`config.mk`:
```
export PLATFORM = sky130hd
export DESIGN_NAME = lpt_core
export DESIGN_NICKNAME = d
export VERILOG_FILES = /design/src/logic/lpt_pkg.sv /design/src/logic/lpt_sync.sv /design/src/logic/lpt_core.sv
export SDC_FILE = /design/constraint.sdc
export NUM_CORES = 1
export LEC_CHECK = 0
export BUFFER_PORTS_ARGS = -buffer_cell sky130_fd_sc_hd__buf_2
export CAP_MARGIN = 20
export CELL_PAD_IN_SITES_DETAIL_PLACEMENT = 1
export CELL_PAD_IN_SITES_GLOBAL_PLACEMENT = 1
export CORE_MARGIN = 8
export CORE_UTILIZATION = 44
export DETAILED_ROUTE_END_ITERATION = 12
export MAX_ROUTING_LAYER = met4
export PLACE_DENSITY_LB_ADDON = 0.1
export SYNTH_ARGS = -nofsm -noshare
export SYNTH_HDL_FRONTEND = slang
export SYNTH_SLANG_ARGS = --single-unit
```
`constraint.sdc`:
```
create_clock -name mclk -period 3.7 [get_ports mclk]
set_input_delay 0.74 -clock mclk [delete_from_list [all_inputs] [get_ports mclk]]
set_output_delay 0.74 -clock mclk [all_outputs]
set_load 0.01 [all_outputs]
```
`src/logic/lpt_pkg.sv`:
```
// Constants, types and timing counts for the DRAM-side termination and training response logic
// Functional notes
// Controller waits max(7.5ns,4clk) write-to-read and max(15ns,4clk) write recovery
// Controller spaces activates max(10ns,2clk), at most four per max(50ns,8clk)
// Controller keeps deep power-down for at least 500 us before exit
// Termination switches off within 12 ns of power-down entry; code allows one 25 ns mclk cycle after decode
// Termination switches off within 12 ns plus half clock of self-refresh/deep entry; code allows one 25 ns mclk cycle after decode
// Termination switches back on within 12 ns of power-down or self-refresh exit; code allows one 25 ns mclk cycle after decode
// Controller waits 20 clocks after calibration-mode write before first calibration command
// Controller holds clock enable low 10 clocks before first calibration command
// Controller waits 10 clocks after clock enable high before calibration exit write
// Controller waits 10 clocks after calibration-mode write before clock enable low
// Controller waits 10 clocks after last results before clock enable high
// Training results appear on data pins within 20 ns of each calibration command; code allows one 25 ns mclk cycle after decode
// Data pins stay driven at least 3 ns after calibration exit write
// Controller spaces calibration commands by result delay plus two clocks, rounded up
// Controller waits 25 ns after leveling-mode write before driving strobes
// Controller waits 40 ns after leveling-mode write before first strobe edge
// Leveling feedback of sampled clock appears 0 to 20 ns after strobe edge; code allows one 25 ns mclk cycle after the decoded strobe edge
// Controller waits max(14ns,10clk) after mode register set before next command
// Derating adds 1.875 ns to row, precharge and activate spacing minimums
// Controller rounds nanosecond minimums up and takes the larger cycle count
// Controller waits max(7.5ns,3clk) after power-down exit before next command
`default_nettype none

package lpt_pkg;

  // ----------------------------------------------------------------
  // Widths
  // ----------------------------------------------------------------
  localparam int CA_W = 10;
  localparam int DQ_W = 16;
  localparam int MA_W = 6;
  localparam int CNT_W = 4;

  // ----------------------------------------------------------------
  // Timing in picoseconds and derived cycle counts
  // ----------------------------------------------------------------
  localparam int MCLK_PERIOD_PS = 25000;
  localparam int ODT_PD_OFF_PS = 12000;
  localparam int ODT_SR_OFF_PS = 12000 + MCLK_PERIOD_PS / 2;
  localparam int ODT_ON_PS = 12000;
  localparam int ADR_MAX_PS = 20000;
  localparam int MRZ_MIN_PS = 3000;
  localparam int WLO_MAX_PS = 20000;
  // Longest times round down, least times round up, never under one cycle
  localparam int ODT_PD_OFF_CYC = (ODT_PD_OFF_PS / MCLK_PERIOD_PS < 1) ? 1 : ODT_PD_OFF_PS / MCLK_PERIOD_PS;
  localparam int ODT_SR_OFF_CYC = (ODT_SR_OFF_PS / MCLK_PERIOD_PS < 1) ? 1 : ODT_SR_OFF_PS / MCLK_PERIOD_PS;
  localparam int ODT_ON_CYC = (ODT_ON_PS / MCLK_PERIOD_PS < 1) ? 1 : ODT_ON_PS / MCLK_PERIOD_PS;
  localparam int ADR_MAX_CYC = (ADR_MAX_PS / MCLK_PERIOD_PS < 1) ? 1 : ADR_MAX_PS / MCLK_PERIOD_PS;
  localparam int WLO_MAX_CYC = (WLO_MAX_PS / MCLK_PERIOD_PS < 1) ? 1 : WLO_MAX_PS / MCLK_PERIOD_PS;
  localparam int MRZ_MIN_CYC = ((MRZ_MIN_PS + MCLK_PERIOD_PS - 1) / MCLK_PERIOD_PS < 1) ? 1 :
                               (MRZ_MIN_PS + MCLK_PERIOD_PS - 1) / MCLK_PERIOD_PS;
  localparam logic [CNT_W-1:0] MRZ_HOLD_LOAD = CNT_W'(MRZ_MIN_CYC);

  // ----------------------------------------------------------------
  // Command codes on ca[3:0] and mode addresses on ca[9:4]
  // ----------------------------------------------------------------
  localparam logic [3:0] CMD_MRW = 4'h0;
  localparam logic [3:0] CMD_SREF = 4'h4;
  localparam logic [3:0] CMD_DPD = 4'h6;
  localparam int CMD_LSB = 0;
  localparam int MA_LSB = 4;
  localparam logic [MA_W-1:0] MA_CA_ENTER = 6'h29;
  localparam logic [MA_W-1:0] MA_CA_EXIT = 6'h2A;
  localparam logic [MA_W-1:0] MA_WL_ON = 6'h02;
  localparam logic [MA_W-1:0] MA_WL_OFF = 6'h03;
  localparam logic [DQ_W-CA_W-1:0] DQ_PAD = 6'h00;

  // ----------------------------------------------------------------
  // Types
  // ----------------------------------------------------------------
  typedef struct packed {
    logic ck;
    logic dqs;
    logic cke;
    logic cs_n;
    logic [CA_W-1:0] ca;
  } lpt_pins_type;

  localparam int PINS_W = $bits(lpt_pins_type);

  typedef enum logic [3:0] {
    ST_ACTIVE = 4'b0001,
    ST_PD = 4'b0010,
    ST_SR = 4'b0100,
    ST_DPD = 4'b1000
  } lpt_pstate_type;

endpackage

`default_nettype wire

```
`src/logic/lpt_sync.sv`:
```
// Two-flop synchroniser for a group of pin inputs
`timescale 1ns/1ps
`default_nettype none

module lpt_sync #(
  parameter int W = 1
) (
  // Clock and reset
  input wire logic mclk,
  input wire logic reset_n,
  // Pins and synchronised copy
  input wire logic [W-1:0] d_in,
  output logic [W-1:0] d_out
);

  logic [W-1:0] meta_r;
  logic [W-1:0] meta_nxt;
  logic [W-1:0] sync_r;
  logic [W-1:0] sync_nxt;

  // Next values
  always_comb begin
    meta_nxt = d_in;
    sync_nxt = meta_r;
  end

  // Two stages, only the second is read outside
  always_ff @(posedge mclk) begin
    if (!reset_n) begin
      meta_r <= '0;
      sync_r <= '0;
    end else begin
      meta_r <= meta_nxt;
      sync_r <= sync_nxt;
    end
  end

  assign d_out = sync_r;

endmodule // lpt_sync

`default_nettype wire

```
`src/logic/lpt_core.sv`:
```
// DRAM-side termination control and training feedback on the data pins
`timescale 1ns/1ps
`default_nettype none

module lpt_core (
  // Clock and reset
  input wire logic mclk,
  input wire logic reset_n,
  // Pins from the controller
  input wire logic ck_pin,
  input wire logic dqs_pin,
  input wire logic cke_pin,
  input wire logic cs_n_pin,
  input wire logic [lpt_pkg::CA_W-1:0] ca_pin,
  // Termination
  output logic rtt_on,
  // Data pins, output side
  output logic [lpt_pkg::DQ_W-1:0] dq_o,
  output logic dq_oe,
  // Status
  output logic ca_mode,
  output logic wl_mode,
  output logic [3:0] power_state
);

  // ----------------------------------------------------------------
  // Input synchronisation and edge finding
  // ----------------------------------------------------------------
  lpt_pkg::lpt_pins_type pins_raw;
  lpt_pkg::lpt_pins_type pins_s;
  logic ck_d_r;
  logic dqs_d_r;
  logic cke_d_r;
  logic ck_rise;
  logic dqs_rise;
  logic cmd_sel;
  logic [3:0] cmd_code;
  logic [lpt_pkg::MA_W-1:0] cmd_ma;
  logic is_mrw;
  logic cke_fall;
  logic cke_rise;

  assign pins_raw = '{ck: ck_pin, dqs: dqs_pin, cke: cke_pin, cs_n: cs_n_pin, ca: ca_pin};

  lpt_sync #(
    .W(lpt_pkg::PINS_W)
  ) u_sync (
    .mclk(mclk),
    .reset_n(reset_n),
    .d_in(pins_raw),
    .d_out(pins_s)
  );

  // Previous samples for edges; cke is tracked per link clock edge
  always_ff @(posedge mclk) begin
    if (!reset_n) begin
      ck_d_r <= 1'b0;
      dqs_d_r <= 1'b0;
      cke_d_r <= 1'b0;
    end else begin
      ck_d_r <= pins_s.ck;
      dqs_d_r <= pins_s.dqs;
      cke_d_r <= ck_rise ? pins_s.cke : cke_d_r;
    end
  end

  // Decode at each rising link clock edge
  assign ck_rise = pins_s.ck & ~ck_d_r;
  assign dqs_rise = pins_s.dqs & ~dqs_d_r;
  assign cmd_sel = ck_rise & ~pins_s.cs_n;
  assign cmd_code = pins_s.ca[lpt_pkg::CMD_LSB +: 4];
  assign cmd_ma = pins_s.ca[lpt_pkg::MA_LSB +: lpt_pkg::MA_W];
  assign is_mrw = cmd_sel & pins_s.cke & (cmd_code == lpt_pkg::CMD_MRW);
  assign cke_fall = ck_rise & cke_d_r & ~pins_s.cke;
  assign cke_rise = ck_rise & ~cke_d_r & pins_s.cke;

  // ----------------------------------------------------------------
  // Power state and termination
  // ----------------------------------------------------------------
  lpt_pkg::lpt_pstate_type pst_r;
  lpt_pkg::lpt_pstate_type pst_nxt;
  logic rtt_r;
  logic rtt_nxt;
  logic pd_entry;
  logic sr_entry;
  logic pd_exit;

  // Entry kind chosen by the command sampled with cke falling
  always_comb begin
    pst_nxt = pst_r;
    rtt_nxt = rtt_r;
    pd_entry = 1'b0;
    sr_entry = 1'b0;
    pd_exit = 1'b0;
    case (pst_r)
      lpt_pkg::ST_ACTIVE: begin
        if (cke_fall && !ca_mode) begin
          if (cmd_sel && cmd_code == lpt_pkg::CMD_SREF) begin
            pst_nxt = lpt_pkg::ST_SR;
            sr_entry = 1'b1;
          end else if (cmd_sel && cmd_code == lpt_pkg::CMD_DPD) begin
            pst_nxt = lpt_pkg::ST_DPD;
            sr_entry = 1'b1;
          end else begin
            pst_nxt = lpt_pkg::ST_PD;
            pd_entry = 1'b1;
          end
        end
      end
      lpt_pkg::ST_PD, lpt_pkg::ST_SR, lpt_pkg::ST_DPD: begin
        if (cke_rise) begin
          pst_nxt = lpt_pkg::ST_ACTIVE;
          pd_exit = 1'b1;
        end
      end
      default: pst_nxt = lpt_pkg::ST_ACTIVE;
    endcase
    // Off on the edge after entry, at the one-cycle budget
    if (pd_entry || sr_entry) begin
      rtt_nxt = 1'b0;
    end else if (pd_exit) begin
      rtt_nxt = 1'b1;
    end
  end

  always_ff @(posedge mclk) begin
    if (!reset_n) begin
      pst_r <= lpt_pkg::ST_ACTIVE;
      rtt_r <= 1'b1;
    end else begin
      pst_r <= pst_nxt;
      rtt_r <= rtt_nxt;
    end
  end

  // ----------------------------------------------------------------
  // Training modes and data pin drive
  // ----------------------------------------------------------------
  logic ca_mode_r;
  logic ca_mode_nxt;
  logic wl_mode_r;
  logic wl_mode_nxt;
  logic [lpt_pkg::DQ_W-1:0] dq_r;
  logic [lpt_pkg::DQ_W-1:0] dq_nxt;
  logic oe_r;
  logic oe_nxt;
  logic [lpt_pkg::CNT_W-1:0] hold_r;
  logic [lpt_pkg::CNT_W-1:0] hold_nxt;
  logic ca_cal_cmd;
  logic ca_exit;
  // One count of the release delay, at counter width
  localparam logic [lpt_pkg::CNT_W-1:0] HOLD_STEP = {{(lpt_pkg::CNT_W-1){1'b0}}, 1'b1};

  assign ca_cal_cmd = ca_mode_r & cmd_sel & ~pins_s.cke;
  assign ca_exit = ca_mode_r & is_mrw & (cmd_ma == lpt_pkg::MA_CA_EXIT);

  // Mode writes, result capture and release delay
  always_comb begin
    ca_mode_nxt = ca_mode_r;
    wl_mode_nxt = wl_mode_r;
    dq_nxt = dq_r;
    oe_nxt = oe_r;
    hold_nxt = hold_r;
    if (is_mrw && cmd_ma == lpt_pkg::MA_CA_ENTER) begin
      ca_mode_nxt = 1'b1;
    end
    if (is_mrw && cmd_ma == lpt_pkg::MA_WL_ON) begin
      wl_mode_nxt = 1'b1;
    end
    if (is_mrw && cmd_ma == lpt_pkg::MA_WL_OFF) begin
      wl_mode_nxt = 1'b0;
      oe_nxt = 1'b0;
    end
    if (ca_cal_cmd) begin
      dq_nxt = {lpt_pkg::DQ_PAD, pins_s.ca};
      oe_nxt = 1'b1;
    end else if (wl_mode_r && dqs_rise) begin
      dq_nxt = {lpt_pkg::DQ_W{pins_s.ck}};
      oe_nxt = 1'b1;
    end
    // Keep driving for the hold count after the exit write
    if (ca_exit) begin
      ca_mode_nxt = 1'b0;
      hold_nxt = lpt_pkg::MRZ_HOLD_LOAD;
    end else if (hold_r != '0) begin
      hold_nxt = hold_r - HOLD_STEP;
      if (hold_r == HOLD_STEP) begin
        oe_nxt = 1'b0;
      end
    end
  end

  always_ff @(posedge mclk) begin
    if (!reset_n) begin
      ca_mode_r <= 1'b0;
      wl_mode_r <= 1'b0;
      dq_r <= '0;
      oe_r <= 1'b0;
      hold_r <= '0;
    end else begin
      ca_mode_r <= ca_mode_nxt;
      wl_mode_r <= wl_mode_nxt;
      dq_r <= dq_nxt;
      oe_r <= oe_nxt;
      hold_r <= hold_nxt;
    end
  end

  // Outputs
  assign rtt_on = rtt_r;
  assign dq_o = dq_r;
  assign dq_oe = oe_r;
  assign ca_mode = ca_mode_r;
  assign wl_mode = wl_mode_r;
  assign power_state = pst_r;

  // ----------------------------------------------------------------
  // Assertions
  // ----------------------------------------------------------------
  localparam int ODT_PD_MAX = lpt_pkg::ODT_PD_OFF_CYC;
  localparam int ODT_SR_MAX = lpt_pkg::ODT_SR_OFF_CYC;
  localparam int ODT_ON_MAX = lpt_pkg::ODT_ON_CYC;
  localparam int ADR_MAX = lpt_pkg::ADR_MAX_CYC;
  localparam int WLO_MAX = lpt_pkg::WLO_MAX_CYC;
endmodule // lpt_core

`default_nettype wire

```
==> results of run 1 <==
[report_power, final]
part / internal, mW / switching [mW] / leakage (nW)
registers: 0.618 / 0.0323 / 0.442
clock network: 0.203 / 0.194 / 0.0585
logic: 0.0861 / 0.0941 / 0.522
total: 0.907 / 0.321 / 1.02
[synth_stat cells, types with 2 or more instances]
| cell type | count |
|---|---|
| a211oi_1 | 11 |
| a21oi_1 | 3 |
| a31oi_1 | 5 |
| and2_1 | 29 |
| and3_1 | 2 |
| buf_4 | 5 |
| clkbuf_1 | 7 |
| dfxtp_1 | 54 |
| ha_1 | 3 |
| inv_1 | 9 |
| nand2_1 | 12 |
| nand2b_1 | 2 |
| nand3_1 | 2 |
| nand3b_1 | 2 |
| nor2_1 | 23 |
| nor3_1 | 3 |
| nor3b_1 | 3 |
| nor4b_1 | 2 |
| o21ai_0 | 2 |
| o31ai_1 | 2 |
| or4b_4 | 2 |
[cell families after synthesis]
| logic type | Yosys count | share of synthesized area (%) |
|---|---|---|
| AND/OR/NAND/NOR | 92 | 26.9 |
| flip-flops | 54 | 53.0 |
| AO/OA/AOI/OAI | 32 | 11.3 |
| buffers and inverters | 22 | 4.97 |
| adder cells (fa/ha/maj) | 3 | 1.84 |
| XOR/XNOR | 2 | 0.860 |
| multiplexers | 2 | 1.04 |
[registers in the layout (all words and copies together), names as in the netlist]
| register | count |
|---|---|
| wl_mode | 1 |
| dq_oe | 1 |
| hold_r | 4 |
| power_state | 4 |
| rtt_on | 1 |
| ca_mode | 1 |
| dqs_d_r | 1 |
| cke_d_r | 1 |
| u_sync.meta_r | 14 |
| dq_o | 11 |
| ck_d_r | 1 |
| u_sync.d_out | 14 |
[how the worst min path moves through the flow]
stage | startpoint | to
5_1_grt | u_sync.meta_r[0] | u_sync.d_out[0]
2_1_floorplan | u_sync.meta_r[0] | u_sync.d_out[0]
3_3_place_gp | u_sync.meta_r[2] | u_sync.d_out[2]
4_1_cts | u_sync.meta_r[3] | u_sync.d_out[3]
6_report | u_sync.meta_r[1] | u_sync.d_out[1]
3_5_place_dp | u_sync.meta_r[3] | u_sync.d_out[3]
[metrics by stage]
| step | hold slack, ns | utilization (%) |
|---|---|---|
| after floorplan | 0.412 | - |
| after global placement | 0.418 | 50.6 |
| after detailed placement | 0.421 | 50.6 |
| after CTS | 0.444 | 53.2 |
| after global routing | 0.461 | 53.2 |
| final | 0.441 | 53.2 |
[layout make-up]
| class | instances | area share [%] |
|---|---|---|
| multi-input combinational | 131 | 36.5 |
| clock buffer | 5 | 2.93 |
| timing repair buffer | 39 | 8.32 |
| inverter | 10 | 1.60 |
| clock inverter | 3 | 1.87 |
| sequential | 54 | 46.1 |
| tap | 52 | 2.77 |
[per-layer routing]
| layer | up-vias | wire [um] |
|---|---|---|
| met2 | 33 | 2150 |
| met3 | 7 | 192 |
| met5 | - | 0 |
| li1 | 770 | - |
| met1 | 721 | 2190 |
| met4 | 0 | 81 |
[placed cells by master (no fill, tap or decap), types with 3 or more instances in the layout]
cell type,synthesis,layout
nor3_1,3,3
a21oi_1,3,3
nor3b_1,3,3
clkbuf_8,0,5
a31oi_1,5,5
dfxtp_1,54,54
nor2_1,23,23
inv_1,9,9
buf_2,0,39
ha_1,3,3
and2_1,29,29
nand2_1,12,12
a211oi_1,11,11
==> flow_summary.toml, run 1 <==
[run_status]
status = "complete, no violations"

[final_layout]
syn_to_final_growth_pct = 15.2
fin_cells = 294
multi_input_area_um2 = 856
drive_gt1_share_pct = 23.1
antenna_cells = 0
fill_cells = 516
register_area_mm2 = 0.00108
fin_area_mm2 = 0.00235
nNetsFinal = 260

[min_path]
holdPathStages = 1
hp-class = "flip-flop to flip-flop"

[power]
power_leakage_nw = 1.02
ir_worst_vdd_uv = 280
p_total_mw = 1.23
p_per_area_mw_per_mm2 = 523

[sta]
maxSlewHeadroom_pct = 51.5
setup_violations = 0
hold_violations = 0
finClkSkew_ns = 0.0137
rsz0062_at_grt = "no"
period_share_pct = 57.1
setup_tns_ns = 0
post-route-worst-setup-slack_ns = 1.59
slew_violations = 0
fmax_ghz = 0.473
fin_crit_ns = 2.11
worst_pin_slew_ns = 0.717

[cts]
cts_root_buffer = "clkbuf_8"
clkSlewWorstSetupHoldPaths_ns = 0.09
cts_sinks = 54
cts_buffers = 5
clockBufferDepth = 2
cts_tree = "yes"
htreeDepth = 2
cts-resized-gates = 0
cts_setup_buffers = 0
ctsHoldBuffers = 0
insertion_delay_ns = 0.31

[synth]
yosysSeqAreaShare_pct = 53.0
syn_area_mm2 = 0.00204
ys_ff_latch = 54
yosys.area.top_type_share_pct = 53.0
ys_warn_count = 0
synth_edf_count = 0
syn_nets = 226
syn-mean-instance-area_um2 = 9.85
synth_flop_cell = "dfxtp_1"
async_flop_share_pct = 0
synthCells = 207
synth_top_area_cell = "dfxtp_1"
synthTopCellsByArea = "dfxtp_1 53%, and2_1 8.9%, nor2_1 4.2%"
netlist-cell-type-count = 45

[worst_setup_path]
timing.rr.start = "u_sync.d_out[13]"
critPathRequiredTime_ns = 3.90
setup.worst_path.start = "reset_n"
path_depth = 4
path_delay_family = "buffers and inverters"
crit_fanout = 34
cp_slowest_cell = "clkinv_1"
rr_endpoint = "dq_o[7]"
worstPathArrival_ns = 2.32
r2r_slack_ns = 1.84
worst-setup-path-type = "input port to flip-flop"
crit_end = "power_state[1]"
path_buf_inv = 2
start_kind = "input port"
cp_cell_sequence = "buf_2 > clkinv_1 > a211o_1 > o41ai_1"
r2r_cells = 4
cpPeakStageDelay_ns = 0.56
endpoint_kind = "flip-flop"

[drt]
postRouteAntennaNets = 0
firstDrtPassIters = 4
via_count = 1531
drc = 0
drtIter0Drc = 86
via_per_inst = 5.21
wl_per_cell_um = 15.7
totalWireLength_um = 4610

[placed_design]
io_buffers = 39
gp_congestion = 0.849
dpl-instance-area_mm2 = 0.00223
dpl_worst_slack_ns = 1.30
place_inst = 286
dp_hpwl_um = 3340

[global_routing]
antenna_found_initial = 0
grt.met2_usage_pct = 21.6
grt_pass1_wl_um = 7960
grt_max_degree = 35
grt.busiest_layer = "met2"
grt-ovfl-total = 0
grt.total_usage_pct = 13.8
use_met1_pct = 16.2
grt_pass1_vias = 1658
met3_usage_pct = 3.91

[floorplanning]
core_mm2 = 0.00441
fp.dieH_um = 84.1
pin_count = 40
rows = 24
start_util_pct = 46.2
dieArea_mm2 = 0.00707
fp.dieW_um = 84.1

[flow_run]
cap_violations = 0
Note: power is estimated with default switching activity, not from simulation.
==> inputs of run 2 (changes only) <==
- CORE_UTILIZATION: 44 -> 37
- clock period: 3.7 -> 1.9 ns (I/O delays scaled with it)
==> flow_summary.toml, run 2 (synthesis gave the netlist of run 1 again) <==
[run_status]
status = "complete, no violations"

[placed_design]
dp_hpwl_um = 3300
gp_congestion = 0.821
dpl-instance-area_mm2 = 0.00231
place_inst = 313
io_buffers = 39

[worst_setup_path]
start_kind = "flip-flop"
path_delay_family = "simple AND/OR/NAND/NOR gates"
worstPathArrival_ns = 1.95
endpoint_kind = "flip-flop"
path_buf_inv = 0
cp_cell_sequence = "or3b_2 > nor3_1 > o311ai_0 > o41ai_1"
cpPeakStageDelay_ns = 0.49
crit_fanout = 6
cp_slowest_cell = "nor3_1"
worst-setup-path-type = "flip-flop to flip-flop"
critPathRequiredTime_ns = 2.11

[floorplanning]
dieArea_mm2 = 0.00814
start_util_pct = 37.7
core_mm2 = 0.00541
fp.dieW_um = 90.2
rows = 27
fp.dieH_um = 90.2
pin_count = 40

[cts]
cts_tree = "yes"
cts_buffers = 5
ctsHoldBuffers = 0
cts_setup_buffers = 0
cts-resized-gates = 0
insertion_delay_ns = 0.31
cts_root_buffer = "clkbuf_8"
cts_sinks = 54
clkSlewWorstSetupHoldPaths_ns = 0.10
clockBufferDepth = 2
htreeDepth = 2

[final_layout]
fill_cells = 659
fin_area_mm2 = 0.00243
syn_to_final_growth_pct = 19.2
final_common_cell = "dfxtp_1"
fin_cells = 321
antenna_cells = 0
nNetsFinal = 267
mostFrequentLayoutCells = "54 x dfxtp_1, 39 x buf_2, 29 x and2_1"
drive_gt1_share_pct = 25.3

[global_routing]
grt_max_degree = 34
grt-ovfl-total = 0
grt_pass1_wl_um = 7710
grt_pass1_vias = 1624
grt.total_usage_pct = 11.6
antenna_found_initial = 0

[drt]
firstDrtPassIters = 4
wl_met1_um = 2230
drc = 0
top_layer = "met4"
drtIter0Drc = 81
postRouteAntennaNets = 0
totalWireLength_um = 4470
dr_wl_met3_um = 249
met2_length_um = 1920
wl_per_cell_um = 13.9
via_per_inst = 4.80
via_count = 1540

[power]
ir_worst_vdd_uv = 441
p_total_mw = 2.38
power_leakage_nw = 1.06
p_per_area_mw_per_mm2 = 980

[sta]
setup_violations = 0
maxSlewHeadroom_pct = 58.6
period_share_pct = 91.5
worst_pin_slew_ns = 0.617
fmax_ghz = 0.575
finClkSkew_ns = 0.00893
setup_tns_ns = 0
fin_crit_ns = 1.74
rsz0062_at_grt = "no"
slew_violations = 0
hold_violations = 0

[flow_run]
cap_violations = 0

[min_path]
hp-class = "input port to flip-flop"
==> run 2: changes by cell type in the layout (fill, tap and decap cells not counted), sizes merged <==
cell and change:
buf +7
==> run 2: power breakdown <==
group	switching (mW)	total (mW)	internal [mW]
Combinational	0.172	0.344	0.172
Sequential	0.0590	1.26	1.20
Clock	0.375	0.774	0.399
==> run 2: per-layer routing <==
metal / vias up / global-route usage, %
li1: 790 / -
met1: 707 / 14.4
met2: 37 / 17.1
met3: 6 / 3.57
met4: 0 / 4.99
met5: - / -
==> run 2: final cells by class <==
type                       instances  area, um^2  area share, %
multi-input combinational        131         856           35.2
timing repair buffer              46         248           10.2
inverter                          10        37.5           1.55
sequential                        54        1080           44.5
clock buffer                       5        68.8           2.83
tap                               72        90.1           3.71
clock inverter                     3        47.5           1.96
==> run 2: path summary, 6_finish.rpt <==
kind              slack (ns)  depth (start not counted)               end         startpoint
setup / recovery        0.16                          4    power_state[1]     power_state[2]
hold / removal          0.27                          2  u_sync.meta_r[7]          ca_pin[7]
setup reg to reg        0.16                          4    power_state[1]     power_state[2]
hold reg to reg         0.44                          1  u_sync.d_out[12]  u_sync.meta_r[12]
==> run 2: through the flow <==
step / hold slack [ns] / utilization [%] / setup WS [ns]
floorplan: 0.412 / - / 0.380
global placement: 0.414 / 42.8 / 0.191
detailed placement: 0.422 / 42.8 / 0.200
CTS: 0.264 / 44.9 / 0.179
global route: 0.263 / 44.9 / 0.0460
finish: 0.273 / 44.9 / 0.162
